--- config.mk ---
export PLATFORM = sky130hd
export DESIGN_NAME = mscr_relay
export DESIGN_NICKNAME = d
export VERILOG_FILES = /design/src/mscr_pkg.sv /design/src/mscr_relay.sv
export SDC_FILE = /design/constraint.sdc
export NUM_CORES = 1
export LEC_CHECK = 0
export CAP_MARGIN = 5
export CELL_PAD_IN_SITES_DETAIL_PLACEMENT = 0
export CELL_PAD_IN_SITES_GLOBAL_PLACEMENT = 1
export CORE_MARGIN = 4
export CORE_UTILIZATION = 40
export DETAILED_ROUTE_END_ITERATION = 10
export DONT_BUFFER_PORTS = 1
export PLACE_DENSITY_LB_ADDON = 0.08
export SYNTH_ARGS = -nofsm -noshare
export SYNTH_HDL_FRONTEND = slang
export SYNTH_SLANG_ARGS = --single-unit
--- constraint.sdc ---
create_clock -name i_ref_clk -period 4.05 [get_ports i_ref_clk]
set_clock_uncertainty 0.15 [all_clocks]
set_input_delay 0.2025 -clock i_ref_clk [delete_from_list [all_inputs] [get_ports i_ref_clk]]
set_output_delay 0.2025 -clock i_ref_clk [all_outputs]
set_load 0.05 [all_outputs]
--- src/mscr_pkg.sv ---
// Package for the master/slave command relay: kinds, states, status bits, addresses.
// Assumes an upstream parser that classifies each host command and marks its first byte.
package mscr_pkg;

    // ****************************************************************
    // Field widths and status byte layout
    // ****************************************************************
    localparam int MSCR_ROW_W = 4;
    localparam int MSCR_COL_W = 5;
    localparam int MSCR_ROWS = 16;
    localparam int STB_FAIL = 0;
    localparam int STB_SLAVE = 1;
    localparam int STB_QUES = 3;
    localparam int STB_MAV = 4;
    localparam int STB_ESB = 5;
    localparam int STB_RQS = 6;
    localparam int STB_OPER = 7;
    localparam logic [7:0] STB_RESET = 8'h00;
    localparam logic [MSCR_ROW_W-1:0] ROW_MASTER = 4'h0;
    localparam logic [MSCR_ROW_W-1:0] ROW_NONE = 4'h0;

    // ****************************************************************
    // Recommended remote setup: two masters and one slave
    // ****************************************************************
    localparam logic [MSCR_COL_W-1:0] COL_ERR_DET = 5'h11;
    localparam logic [MSCR_COL_W-1:0] COL_PAT_GEN = 5'h12;
    localparam logic [MSCR_COL_W-1:0] COL_CLK_SRC = 5'h13;
    localparam logic [MSCR_ROW_W-1:0] ROW_CLK_SRC = 4'h2;

    typedef enum logic [2:0]
    {
        KIND_OTHER = 3'h0,
        KIND_RELAY = 3'h1,
        KIND_RELAY_QUERY = 3'h2,
        KIND_PATTERN_NODE = 3'h3,
        KIND_RESET = 3'h4
    } mscr_kind_e;

    typedef enum logic [4:0]
    {
        ST_IDLE = 5'b0_0001,
        ST_LOCAL = 5'b0_0010,
        ST_FWD = 5'b0_0100,
        ST_DROP = 5'b0_1000,
        ST_RSP = 5'b1_0000
    } mscr_state_e;

endpackage

--- src/mscr_relay.sv ---
// Command relay between a master module and the slaves behind it on the module bus.
// Assumes commands arrive as bytes, kind and block-data flag valid on the first byte.
`timescale 1ns/1ps

module mscr_relay
    import mscr_pkg::*;
#(
    parameter logic [MSCR_ROW_W-1:0] P_DEFAULT_SLAVE_ROW = ROW_CLK_SRC
)
(
    input wire logic i_ref_clk,
    input wire logic i_resetn,
    input wire logic [MSCR_ROW_W-1:0] i_row_addr,
    input wire logic [MSCR_COL_W-1:0] i_col_addr,
    input wire logic [MSCR_ROWS-1:0] i_slave_present,
    input wire logic i_pattern_slave_mode,
    input wire logic i_cmd_valid,
    input wire logic [7:0] i_cmd_byte,
    input wire logic i_cmd_first,
    input wire logic i_cmd_last,
    input wire mscr_kind_e i_cmd_kind,
    input wire logic i_cmd_block_data,
    input wire logic i_cmd_via_master,
    output logic o_cmd_ready,
    output logic o_local_valid,
    output logic [7:0] o_local_byte,
    output logic o_local_last,
    input wire logic i_local_ready,
    output logic o_local_reset,
    output logic o_mbus_valid,
    output logic [7:0] o_mbus_byte,
    output logic o_mbus_last,
    output logic [MSCR_ROW_W-1:0] o_mbus_row,
    input wire logic i_mbus_ready,
    input wire logic i_rsp_valid,
    input wire logic [7:0] i_rsp_byte,
    input wire logic i_rsp_last,
    output logic o_rsp_ready,
    output logic o_out_valid,
    output logic [7:0] o_out_byte,
    output logic o_out_last,
    input wire logic i_out_ready,
    input wire logic i_slave_srv,
    input wire logic i_stb_read,
    input wire logic i_fail_sum,
    input wire logic i_ques_sum,
    input wire logic i_esb_sum,
    input wire logic i_oper_sum,
    input wire logic i_local_mav,
    input wire logic i_need_service,
    output logic o_srq,
    output logic o_master_srv,
    output logic [7:0] o_status_byte,
    output logic o_cmd_error,
    output logic o_is_master,
    output logic [MSCR_COL_W-1:0] o_bus_addr
);

    // ****************************************************************
    // State record
    // ****************************************************************
    typedef struct packed
    {
        mscr_state_e state;
        logic straps_taken;
        logic is_master;
        logic [MSCR_ROW_W-1:0] own_row;
        logic [MSCR_COL_W-1:0] bus_addr;
        logic [MSCR_ROW_W-1:0] fwd_row;
        logic query;
        logic local_valid;
        logic [7:0] local_byte;
        logic local_last;
        logic local_reset;
        logic mbus_valid;
        logic [7:0] mbus_byte;
        logic mbus_last;
        logic out_valid;
        logic [7:0] out_byte;
        logic out_last;
        logic slave_flag;
        logic [7:0] stb;
        logic srq;
        logic master_srv;
        logic cmd_error;
    } mscr_state_s;

    mscr_state_s s_q;
    mscr_state_s s_d;
    logic [MSCR_ROW_W-1:0] next_row;
    logic take_cmd;
    logic take_rsp;
    logic local_free;
    logic mbus_free;
    logic out_free;
    logic accept_ok;

    assign local_free = !s_q.local_valid || i_local_ready;
    assign mbus_free = !s_q.mbus_valid || i_mbus_ready;
    assign out_free = !s_q.out_valid || i_out_ready;
    // A slave only listens to what its master hands down.
    assign accept_ok = s_q.is_master || i_cmd_via_master;

    // Nearest present row above our own; scanning down leaves the lowest match.
    always_comb
    begin
        next_row = P_DEFAULT_SLAVE_ROW;
        for (int r = MSCR_ROWS - 1; r >= 0; r--)
        begin
            if (i_slave_present[r] && (r > int'(s_q.own_row)))
            begin
                next_row = MSCR_ROW_W'(r);
            end
        end
    end

    always_comb
    begin
        case (s_q.state)
            // The last byte of the previous frame may still sit in a stage; wait for it to drain.
            ST_IDLE: o_cmd_ready = s_q.straps_taken && !s_q.local_reset
                && local_free && mbus_free;
            ST_LOCAL: o_cmd_ready = local_free;
            ST_FWD: o_cmd_ready = mbus_free;
            ST_DROP: o_cmd_ready = 1'b1;
            default: o_cmd_ready = 1'b0;
        endcase
    end

    assign take_cmd = i_cmd_valid && o_cmd_ready;
    assign o_rsp_ready = (s_q.state == ST_RSP) && out_free;
    assign take_rsp = i_rsp_valid && o_rsp_ready;

    // ****************************************************************
    // Next state
    // ****************************************************************
    always_comb
    begin
        mscr_state_e dest;
        logic [7:0] stb_n;
        dest = ST_IDLE;
        stb_n = STB_RESET;
        s_d = s_q;
        s_d.local_reset = 1'b0;
        s_d.cmd_error = 1'b0;
        if (i_local_ready)
        begin
            s_d.local_valid = 1'b0;
        end
        if (i_mbus_ready)
        begin
            s_d.mbus_valid = 1'b0;
        end
        if (i_out_ready)
        begin
            s_d.out_valid = 1'b0;
        end
        // Straps are sampled once, on the first edge after reset release.
        if (!s_q.straps_taken)
        begin
            s_d.straps_taken = 1'b1;
            s_d.own_row = i_row_addr;
            s_d.is_master = (i_row_addr == ROW_MASTER);
            s_d.bus_addr = i_col_addr;
        end
        case (s_q.state)
            ST_IDLE:
            begin
                if (take_cmd && i_cmd_first && accept_ok)
                begin
                    if (i_cmd_kind == KIND_RELAY || i_cmd_kind == KIND_RELAY_QUERY)
                    begin
                        if (i_cmd_block_data)
                        begin
                            s_d.cmd_error = 1'b1;
                            dest = ST_DROP;
                        end
                        else
                        begin
                            dest = ST_FWD;
                        end
                    end
                    else if (i_cmd_kind == KIND_PATTERN_NODE && i_pattern_slave_mode)
                    begin
                        dest = ST_FWD;
                    end
                    else
                    begin
                        dest = ST_LOCAL;
                        // Only the addressed module resets; slaves need a relayed reset.
                        s_d.local_reset = (i_cmd_kind == KIND_RESET);
                    end
                    s_d.query = (i_cmd_kind == KIND_RELAY_QUERY) && !i_cmd_block_data;
                    s_d.fwd_row = next_row;
                end
                else if (take_cmd)
                begin
                    dest = ST_DROP;
                end
            end
            default:
            begin
                dest = s_q.state;
            end
        endcase
        if (take_cmd)
        begin
            case (dest)
                ST_LOCAL:
                begin
                    s_d.local_valid = 1'b1;
                    s_d.local_byte = i_cmd_byte;
                    s_d.local_last = i_cmd_last;
                end
                ST_FWD:
                begin
                    s_d.mbus_valid = 1'b1;
                    s_d.mbus_byte = i_cmd_byte;
                    s_d.mbus_last = i_cmd_last;
                end
                default:
                begin
                end
            endcase
            if (i_cmd_last)
            begin
                s_d.state = (dest == ST_FWD && s_d.query) ? ST_RSP : ST_IDLE;
            end
            else
            begin
                s_d.state = dest;
            end
        end
        if (take_rsp)
        begin
            s_d.out_valid = 1'b1;
            s_d.out_byte = i_rsp_byte;
            s_d.out_last = i_rsp_last;
            if (i_rsp_last)
            begin
                s_d.state = ST_IDLE;
            end
        end
        // Set wins over a clear that lands in the same cycle.
        if (i_stb_read)
        begin
            s_d.slave_flag = 1'b0;
        end
        if (i_slave_srv && s_q.is_master)
        begin
            s_d.slave_flag = 1'b1;
        end
        stb_n[STB_FAIL] = i_fail_sum;
        stb_n[STB_SLAVE] = s_d.slave_flag;
        stb_n[STB_QUES] = i_ques_sum;
        stb_n[STB_MAV] = i_local_mav && s_q.is_master;
        stb_n[STB_ESB] = i_esb_sum;
        stb_n[STB_OPER] = i_oper_sum;
        // A slave folds pending output into its request so the master notices it.
        stb_n[STB_RQS] = (|stb_n) || i_need_service || i_local_mav;
        s_d.stb = stb_n;
        s_d.srq = stb_n[STB_RQS] && s_q.is_master;
        s_d.master_srv = stb_n[STB_RQS] && !s_q.is_master;
    end

    always_ff @(posedge i_ref_clk or negedge i_resetn)
    begin
        if (!i_resetn)
        begin
            s_q <= '{state: ST_IDLE, stb: STB_RESET, default: '0};
        end
        else
        begin
            s_q <= s_d;
        end
    end

    assign o_local_valid = s_q.local_valid;
    assign o_local_byte = s_q.local_byte;
    assign o_local_last = s_q.local_last;
    assign o_local_reset = s_q.local_reset;
    assign o_mbus_valid = s_q.mbus_valid;
    assign o_mbus_byte = s_q.mbus_byte;
    assign o_mbus_last = s_q.mbus_last;
    assign o_mbus_row = s_q.fwd_row;
    assign o_out_valid = s_q.out_valid;
    assign o_out_byte = s_q.out_byte;
    assign o_out_last = s_q.out_last;
    assign o_srq = s_q.srq;
    assign o_master_srv = s_q.master_srv;
    assign o_status_byte = s_q.stb;
    assign o_cmd_error = s_q.cmd_error;
    assign o_is_master = s_q.is_master;
    assign o_bus_addr = s_q.bus_addr;
endmodule // mscr_relay
# Word-level counts from Yosys, hierarchy flattened
# Cells that the tools add are included.
[totals] output_inout_bits=54 ff_bits=63 in_bits=65
[op_classes] n_mux=47 magnitude_cmp=15 n_reduce_logical=49 n_eq_ne=11
[op_table] op="$mux W4" n=17
[op_table] op="$mux W10" n=5
[op_table] op="$mux W5" n=8
[op_table] op="$gt A4 B4 Y1 const A" n=8
[op_table] op="$logic_and A1 B1 Y1" n=30
[op_table] op="$gt A3 B4 Y1 const A" n=4
[op_table] op="$mux W1" n=15
[op_table] op="$eq A5 B2 Y1 const B" n=2
[op_table] op="$eq A5 B3 Y1 const B" n=2
[op_table] op="$gt A2 B4 Y1 const A" n=2
[op_table] op="$logic_or A1 B1 Y1" n=7
[op_table] op="$eq A3 B2 Y1 const B" n=2
[op_table] op="$logic_not A1 Y1" n=6
[op_table] op="$reduce_and A2 Y1" n=3
[op_table] op="$reduce_or A6 Y1" n=1
[op_table] op="$eq A5 B1 Y1 const B" n=1
[op_table] op="$eq A5 B4 Y1 const B" n=1
[op_table] op="$eq A5 B5 Y1 const B" n=1
[op_table] op="$gt A1 B4 Y1 const A" n=1
[op_table] op="$logic_not A4 Y1" n=1
[op_table] op="$pmux W1 S4" n=1
[op_table] op="$eq A3 B1 Y1 const B" n=1
[op_table] op="$eq A3 B3 Y1 const B" n=1
[op_table] op="$mux W3" n=1
[op_table] op="$reduce_bool A2 Y1" n=1

# Longest topological paths before layout
# Gate-level depths: netlist (run 1).
[depth] depth_word=17 ltp_mapped=7

# Least setup slack after synthesis (run 1)
# OpenSTA, ideal clock, no wires.
[synth_path] path_type="reg2reg" start="reg s_q[61] (netlist bit)" end="reg s_q[63] (netlist bit)" path_stages_with_launch=7 arrival_ns=3.408 period_less_slack_ns=3.678 setup_ns=0.120 setup_slack_ns=0.372 required_time_ns=3.780 n_path_buf=0 path_cell_list="dfrtp_1 -> or3_4 -> nor4b_1 -> nand2_1 -> o211ai_1 -> o41a_1 -> nor2_1"
[synth_lines] item="start: declaration" line_no="mscr_relay.sv:88" source="mscr_state_s s_q;"
[synth_lines] item="start signal: assignment" line_no="mscr_relay.sv:270" source="s_q <= '{state: ST_IDLE, stb: STB_RESET, default: '0};"
[synth_lines] item="start signal: assignment" line_no="mscr_relay.sv:274" source="s_q <= s_d;"

# Final worst setup path (run 1)
[layout_path] start="reg s_q, in the netlist o_local_valid" end="reg s_q, in the netlist o_mbus_byte[4]"
[layout_via] elab_chain_len=12 word_cells_on_any_way=13
[layout_lines] item="$logic_not A1 Y1 (*)" line_no="mscr_relay.sv:98" source="assign local_free = !s_q.local_valid || i_local_ready;"
[layout_lines] item="$logic_or A1 B1 Y1 (*)" line_no="mscr_relay.sv:98"
[layout_lines] item="$logic_and A1 B1 Y1 (2 in series)" line_no="mscr_relay.sv:122" source="&& local_free && mbus_free;"
[layout_lines] item="$pmux W1 S4 (*)" line_no="mscr_relay.sv:119" source="case (s_q.state)"
[layout_lines] item="$logic_and A1 B1 Y1 (*)" line_no="mscr_relay.sv:130" source="assign take_cmd = i_cmd_valid && o_cmd_ready;"
[layout_lines] item="$logic_and A1 B1 Y1 (2 in series)" line_no="mscr_relay.sv:169" source="if (take_cmd && i_cmd_first && accept_ok)"
[layout_lines] item="$mux W5" line_no="mscr_relay.sv:169"
[layout_lines] item="$mux W5" line_no="mscr_relay.sv:166" source="case (s_q.state)"
[layout_lines] item="$eq A5 B3 Y1" line_no="mscr_relay.sv:208" source="case (dest)"
[layout_lines] item="$reduce_and A2 Y1 (no source line) (*)"
# Mark *: on every way between the ends. The rest lies on a longest branch, timed or not.
# A chain may end at the register's enable or synchronous reset.

==> impl_metrics.csv, run 1 <==
group,metric,value,unit
clocking,cts_tree,"done",
cells_and_area,multiInputGateArea,1325,sq um
cells_and_area,antennaDiodeCount,0,
worst_setup_path,required,4.12,ns
clocking,cts_max_path_buffers,2,
grt,grt_first_pass_wirelength,12170,microns
clocking,numCtsBuffers,9,
timing,setup_tns,0,ns
clocking,clk_latency,0.33,ns
cells_and_area,drive_gt1_share,20.94,%
synth,synthFlopType,"dfrtp_1",
detailed_routing,drtIter0Drc,60,
clocking,clock-sinks,62,
grt,grt_pass1_vias,2378,
timing,rsz0062_at_grt,"no",
floorplan,initial_core_util,41.68,%
worst_setup_path,cpMaxStageDelayCell,"dfrtp_1",
worst_hold_path,min-delay-path-class,"input pin to flop",
detailed_routing,routed_wl,7355,microns
run_status,status,"finished clean",
worst_setup_path,r2r_start,"o_local_valid$_DFF_PN0_",
worst_setup_path,path_max_fanout,9,
synth,synthTopCellsByArea,"dfrtp_1 (47%), mux2_2 (12%), buf_4 (9.7%)",
floorplan,fp.dieW,98.20,microns
synth,synth_nets,369,
place,io_buffers,0,
synth,synth_cell_types,56,
floorplan,core_area,7807,sq um
cells_and_area,nFillCells,729,
place,gp_congestion,0.7927,
synth,syn_avg_cell_area,10.71,sq um
synth,synth_edf_count,0,
worst_setup_path,worst-r2r-cell-count,6,
timing,hold_slack,0.04060,ns
detailed_routing,ant_nets,0,
place,dpl-instance-area,3069,sq um
power,vdd_ir_drop_max,0.3242,mV
cells_and_area,area_growth,15.80,%
worst_setup_path,cp-end-kind,"flop",
worst_setup_path,startpoint_type,"flop",
floorplan,row_count,32,
timing,final-hold-violation-count,0,
synth,netlist_instances,304,
grt,grt_usage,15.73,%
synth,synthesis.area,3254,sq um
timing,maxSlewViolCount,0,
clocking,cts_resized,0,
timing,timing_worst_slew_pin_value,0.6891,ns
detailed_routing,wl_per_cell,17.43,microns
power,swShare,44.44,%
synth,synth-async-reset-ratio,100.0,%
grt,grt_overflow_total,0,
synth,yosys_warnings,0,
grt,grt_start_max_net_pins,63,
place,dp_hpwl,5193,microns
synth,ys_seq_area_share,47.71,%
worst_setup_path,crit_end,"o_mbus_byte[4]$_DFFE_PN0P_",
timing,post-route-period-util,74.98,%
timing,finalCriticalPeriod,3.037,ns
grt,antenna_found_initial,0,
timing,fmax,329.3,MHz
timing,setup_viol,0,
worst_setup_path,critPathMaxStageDelay,0.57,ns
worst_setup_path,crit_arrival,3.10,ns
clocking,cts-root-buf,"clkbuf_8",
timing,slew_headroom,53.86,%
power,seqPwrFrac,54.0,%
detailed_routing,firstDrtPassIters,4,
worst_setup_path,r2r_end,"o_mbus_byte[4]$_DFFE_PN0P_",
power,intPower,1.376,mW
floorplan,ioPinCount,119,
power,p_clk_share,24.3,%
power,power_frac_comb,21.7,%
worst_setup_path,cp-startpoint,"o_local_valid$_DFF_PN0_",
detailed_routing,drc,0,
synth,synth_top_area_share,46.91,%
worst_setup_path,worst-setup-path-type,"flop to flop",
cells_and_area,register_area,1553,sq um
clocking,path_clk_slew,0.07,ns
detailed_routing,viasPerCell,5.194,
power,pwr_density_cell,657.2,nW/um^2
flow_run,drv_cap,0,
floorplan,die_area,9643,sq um
cells_and_area,stdcell_area,3769,sq um
power,p_switching,1.101,mW
power,p_leak,1.658,nW
cells_and_area,final_nets,380,
detailed_routing,vias,2192,
clocking,htree_num_levels,3,
clocking,post_cts_buffers,0,
worst_setup_path,crit_chain,"nor2b_1 > and4bb_2 > a41oi_1 > nor3_1 > and3_1 > mux2_2",
floorplan,die-height,98.20,microns
synth,synth_largest_area_cell,"dfrtp_1",
synth,ys_ff_latch,62,
worst_setup_path,reg2reg_slack,1.01,ns
clocking,cts_hold_buf,46,
[kinds of logic after synthesis]
group	Yosys count	synth area share, %
flops	62	47.71
compound gates	53	12.11
simple gates	90	15.53
other cells	2	0.2308
buf+inv	60	11.76
xor+xnor	1	0.2692
mux	36	12.38
[flip-flops by register name, summed over array words and instances (netlist names), 4 cells and up]
signal	cells
o_mbus_row	4
o_mbus_byte	8
o_bus_addr	5
o_status_byte	7
s_q	11
o_out_byte	8
o_local_byte	8
[worst min-delay path by stage]
| stage | depth (start not counted) | end | startpoint | slack [ns] |
|---|---|---|---|---|
| after global placement | 0 | o_out_byte[0]$_DFFE_PN0P_ | i_resetn | -0.24 |
| after floorplan | 0 | o_bus_addr[0]$_DFFE_PN0N_ | i_resetn | -0.24 |
| after detailed placement | 0 | o_out_byte[6]$_DFFE_PN0P_ | i_resetn | -0.24 |
| after CTS | 3 | o_master_srv$_DFF_PN0_ | i_slave_srv | 0.02 |
| final | 3 | s_q[43]$_DFF_PN0_ | i_cmd_block_data | 0.04 |
| after global routing | 3 | o_master_srv$_DFF_PN0_ | i_slave_srv | 0.03 |
[routing by layer]
layer | part of all wire (%) | global-route usage (%) | wire length, microns
met1 | 45 | 20.93 | 3338
met2 | 45 | 24.14 | 3346
met3 | 8.2 | 5.214 | 606
met4 | 0.84 | 5.357 | 62
met5 | 0 | 0 | 0
[worst max-delay path, delay by kind of cell, from the launching register on]
family           cells  cell delay, ns
AND/OR/NAND/NOR      4            1.63
multiplexers         1            0.39
AO/OA/AOI/OAI        1            0.19
flip-flops           1            0.57
[cells in the final DEF, fill, tap and decap left out, types with 5 or more instances in the layout]
cell type / netlist / routed
dfrtp_1: 61 / 61
dlygate4sd3_1: 0 / 45
mux2_2: 34 / 34
nand2_1: 24 / 24
nor2_1: 17 / 17
o21ai_0: 13 / 13
inv_1: 11 / 11
clkbuf_8: 0 / 9
nor2b_1: 7 / 7
nand2b_1: 7 / 7
nand3_1: 6 / 6
a31oi_1: 5 / 5
[per-stage QoR]
step / std cells / utilization, % / worst slack [ns] / power, mW
4_1_cts: 422 / 48.27 / 0.9545 / 2.507
3_5_place_dp: 360 / 39.31 / 0.9697 / 1.847
6_report: 422 / 48.27 / 1.013 / 2.477
2_1_floorplan: 304 / - / 0.3724 / 1.881
5_1_grt: 422 / 48.27 / 0.8390 / 2.623
3_3_place_gp: 360 / 39.31 / 0.9773 / 1.838
[synthesized netlist by cell type (4+ instances only)]
master	count
inv_1	11
a211oi_1	4
nand3_1	6
and2_1	4
nand2_1	24
mux2_2	34
and3_1	4
dfrtp_1	61
a31oi_1	5
buf_4	42
clkbuf_1	5
o21ai_0	13
nor2_1	17
nor2b_1	7
nand2b_1	7
[final cells by class]
| cell class | instances | area share [%] |
|---|---|---|
| tap | 102 | 3.386 |
| sequential | 62 | 41.20 |
| clock inverter | 7 | 2.590 |
| clock buffer | 9 | 3.287 |
| multi-input combinational | 182 | 35.16 |
| timing repair buffer | 49 | 13.28 |
| inverter | 11 | 1.096 |
[power by group through the flow]
stage / combinational, mW / clock, mW / sequential [mW]
2_1_floorplan: 0.971 / 0 / 0.910
3_3_place_gp: 0.486 / 0 / 1.35
3_5_place_dp: 0.490 / 0 / 1.36
4_1_cts: 0.543 / 0.620 / 1.34
5_1_grt: 0.602 / 0.657 / 1.36
6_report: 0.537 / 0.602 / 1.34
(Power assumes the default switching activity.)
==> inputs of run 2 (changes only) <==
==> constraint.sdc (replaced) <==
create_clock -name i_ref_clk -period 2.8 [get_ports i_ref_clk]
set_clock_uncertainty 0.15 [all_clocks]
set_input_delay 0.14 -clock i_ref_clk [delete_from_list [all_inputs] [get_ports i_ref_clk]]
set_output_delay 0.14 -clock i_ref_clk [all_outputs]
set_load 0.05 [all_outputs]
==> run 2 against run 1 <==
Final area up 3.0%. Wire length up 1.4%. Power up 46%. Sequential power up 43%. Largest cell class unchanged.
==> impl_metrics.csv, run 2 (synthesized netlist as in run 1, its figures left out) <==
group,metric,value,unit
floorplan,fp.dieW,98.20,microns
worst_setup_path,crit_arrival,2.72,ns
worst_setup_path,r2r_start,"s_q[61]$_DFF_PN0_",
cells_and_area,multiInputGateArea,1345,sq um
detailed_routing,routed_wl,7459,microns
cells_and_area,fin_cells,436,
worst_setup_path,required,2.88,ns
cells_and_area,register_area,1554,sq um
detailed_routing,vias,2252,
cells_and_area,top_register,"s_q",
clocking,cts_tree,"done",
cells_and_area,final_nets,394,
floorplan,core_area,7807,sq um
place,dpl.cell_count,371,
timing,final-hold-violation-count,0,
timing,rsz0062_at_grt,"no",
timing,finalCriticalPeriod,2.639,ns
clocking,clk_latency,0.33,ns
worst_hold_path,min_from,"i_rsp_valid",
cells_and_area,area_growth,19.30,%
place,io_buffers,0,
flow_run,drv_cap,0,
power,intPower,1.963,mW
detailed_routing,drc,0,
timing,timing_worst_slew_pin_value,0.6178,ns
grt,grt_overflow_total,0,
timing,maxSlewViolCount,0,
power,power,3.608,mW
worst_setup_path,path_max_fanout,5,
clocking,cts_max_path_buffers,2,
detailed_routing,firstDrtPassIters,4,
run_status,status,"finished clean",
cells_and_area,mostFrequentLayoutCell,"dfrtp_1",
timing,slew_headroom,58.53,%
power,vdd_ir_drop_max,0.4348,mV
detailed_routing,drtIter0Drc,112,
detailed_routing,wl_met2,3498,microns
detailed_routing,dr_wl_met3,608,microns
cells_and_area,antennaDiodeCount,0,
place,gp_congestion,0.7988,
detailed_routing,wl_met1,3313,microns
grt,grt_first_pass_wirelength,11700,microns
worst_setup_path,reg2reg_slack,0.16,ns
power,power_frac_comb,24.2,%
detailed_routing,viasPerCell,5.165,
clocking,cts-root-buf,"clkbuf_8",
floorplan,row_count,32,
detailed_routing,wl_per_cell,17.11,microns
clocking,clock-sinks,62,
worst_setup_path,startpoint_type,"flop",
floorplan,die_area,9643,sq um
place,dp_hpwl,5284,microns
floorplan,die-height,98.20,microns
detailed_routing,ant_nets,0,
grt,grt_start_max_net_pins,63,
worst_setup_path,cp-startpoint,"s_q[61]$_DFF_PN0_",
power,pwr_density_cell,929.4,nW/um^2
cells_and_area,drive_gt1_share,24.25,%
clocking,path_clk_slew,0.08,ns
clocking,htree_num_levels,3,
grt,grt_usage,15.23,%
timing,setup_viol,0,
worst_hold_path,min-delay-path-class,"input pin to flop",
power,p_leak,1.723,nW
floorplan,ioPinCount,119,
power,p_switching,1.645,mW
worst_setup_path,worst-setup-path-type,"flop to flop",
grt,antenna_found_initial,0,
power,p_clk_share,22.5,%
timing,fmax,378.9,MHz
power,seqPwrFrac,53.3,%
worst_setup_path,cp-end-kind,"flop",
cells_and_area,mostFrequentLayoutCells,"dfrtp_1 (60), dlygate4sd3_1 (47), mux2_2 (34)",
grt,grt_pass1_vias,2311,
power,swShare,45.59,%
floorplan,initial_core_util,41.68,%
detailed_routing,maxUsedRoutingLayer,"met4",
timing,post-route-period-util,94.25,%
cells_and_area,nFillCells,715,
clocking,numCtsBuffers,9,
cells_and_area,largest_reg_flops,11,
run 2: path summary, 6_finish.rpt:
path	cells after the start	endpoint
worst max-delay path	7	o_mbus_row[0]$_DFFE_PN0P_
worst min-delay path	3	o_out_valid$_DFFE_PN0P_
worst max register to register	7	o_mbus_row[0]$_DFFE_PN0P_
worst min register to register	2	s_q[43]$_DFF_PN0_
max in group asynchronous	2	s_q[59]$_DFF_PN1_
min in group asynchronous	2	o_mbus_byte[3]$_DFFE_PN0P_
run 2: cell type report:
class	instances	share of cell area, %
Sequential cell	62	40.03
Multi-Input combinational cell	182	34.64
Timing Repair Buffer	63	15.73
Tap cell	102	3.287
Clock buffer	9	3.190
Clock inverter	7	2.063
Inverter	11	1.063
run 2: power by group through the flow:
stage	Sequential, mW	Combinational [mW]	Clock, mW
floorplan	1.32	1.44	0
global placement	1.94	0.774	0
detailed placement	1.95	0.776	0
CTS	1.93	0.866	0.840
global route	1.96	0.953	0.891
finish	1.92	0.875	0.811
run 2: metal layers:
metal	GRT usage, %	vias to the layer above
met4	3.466	0
met1	19.81	1079
met2	24.19	83
li1	-	1086
met5	0	-
met3	5.857	4
run 2: stage by stage:
stage | hold WS, ns | area, sq um | utilization [%] | setup slack (ns) | TNS, ns
6_report | 0.01068 | 3882 | 49.73 | 0.1611 | 0
5_1_grt | 0.01772 | 3882 | 49.73 | 0.005070 | 0
4_1_cts | 0.005497 | 3872 | 49.60 | 0.05032 | 0
3_5_place_dp | -0.3040 | 3171 | 40.61 | 0.1722 | 0
3_3_place_gp | -0.3041 | 3171 | 40.61 | 0.2060 | 0
2_1_floorplan | -0.3056 | 3279 | - | -0.02844 | -0.2559
run 2: worst max-delay path: stages, from the launching register on:
cell	delay, ns
dfrtp_1	0.42
or3_4	0.45
nor3_4	0.27
nand3_1	0.25
nor2b_2	0.24
a31o_2	0.17
a31oi_1	0.03
dlygate4sd3_1	0.56
run 2: repair_timing:
action,in CTS,in global routing
setup buffers,0,1
endpoints found under the hold margin,118,0
hold buffers,48,0
resized for setup,0,1
setup endpoints to repair,0,5
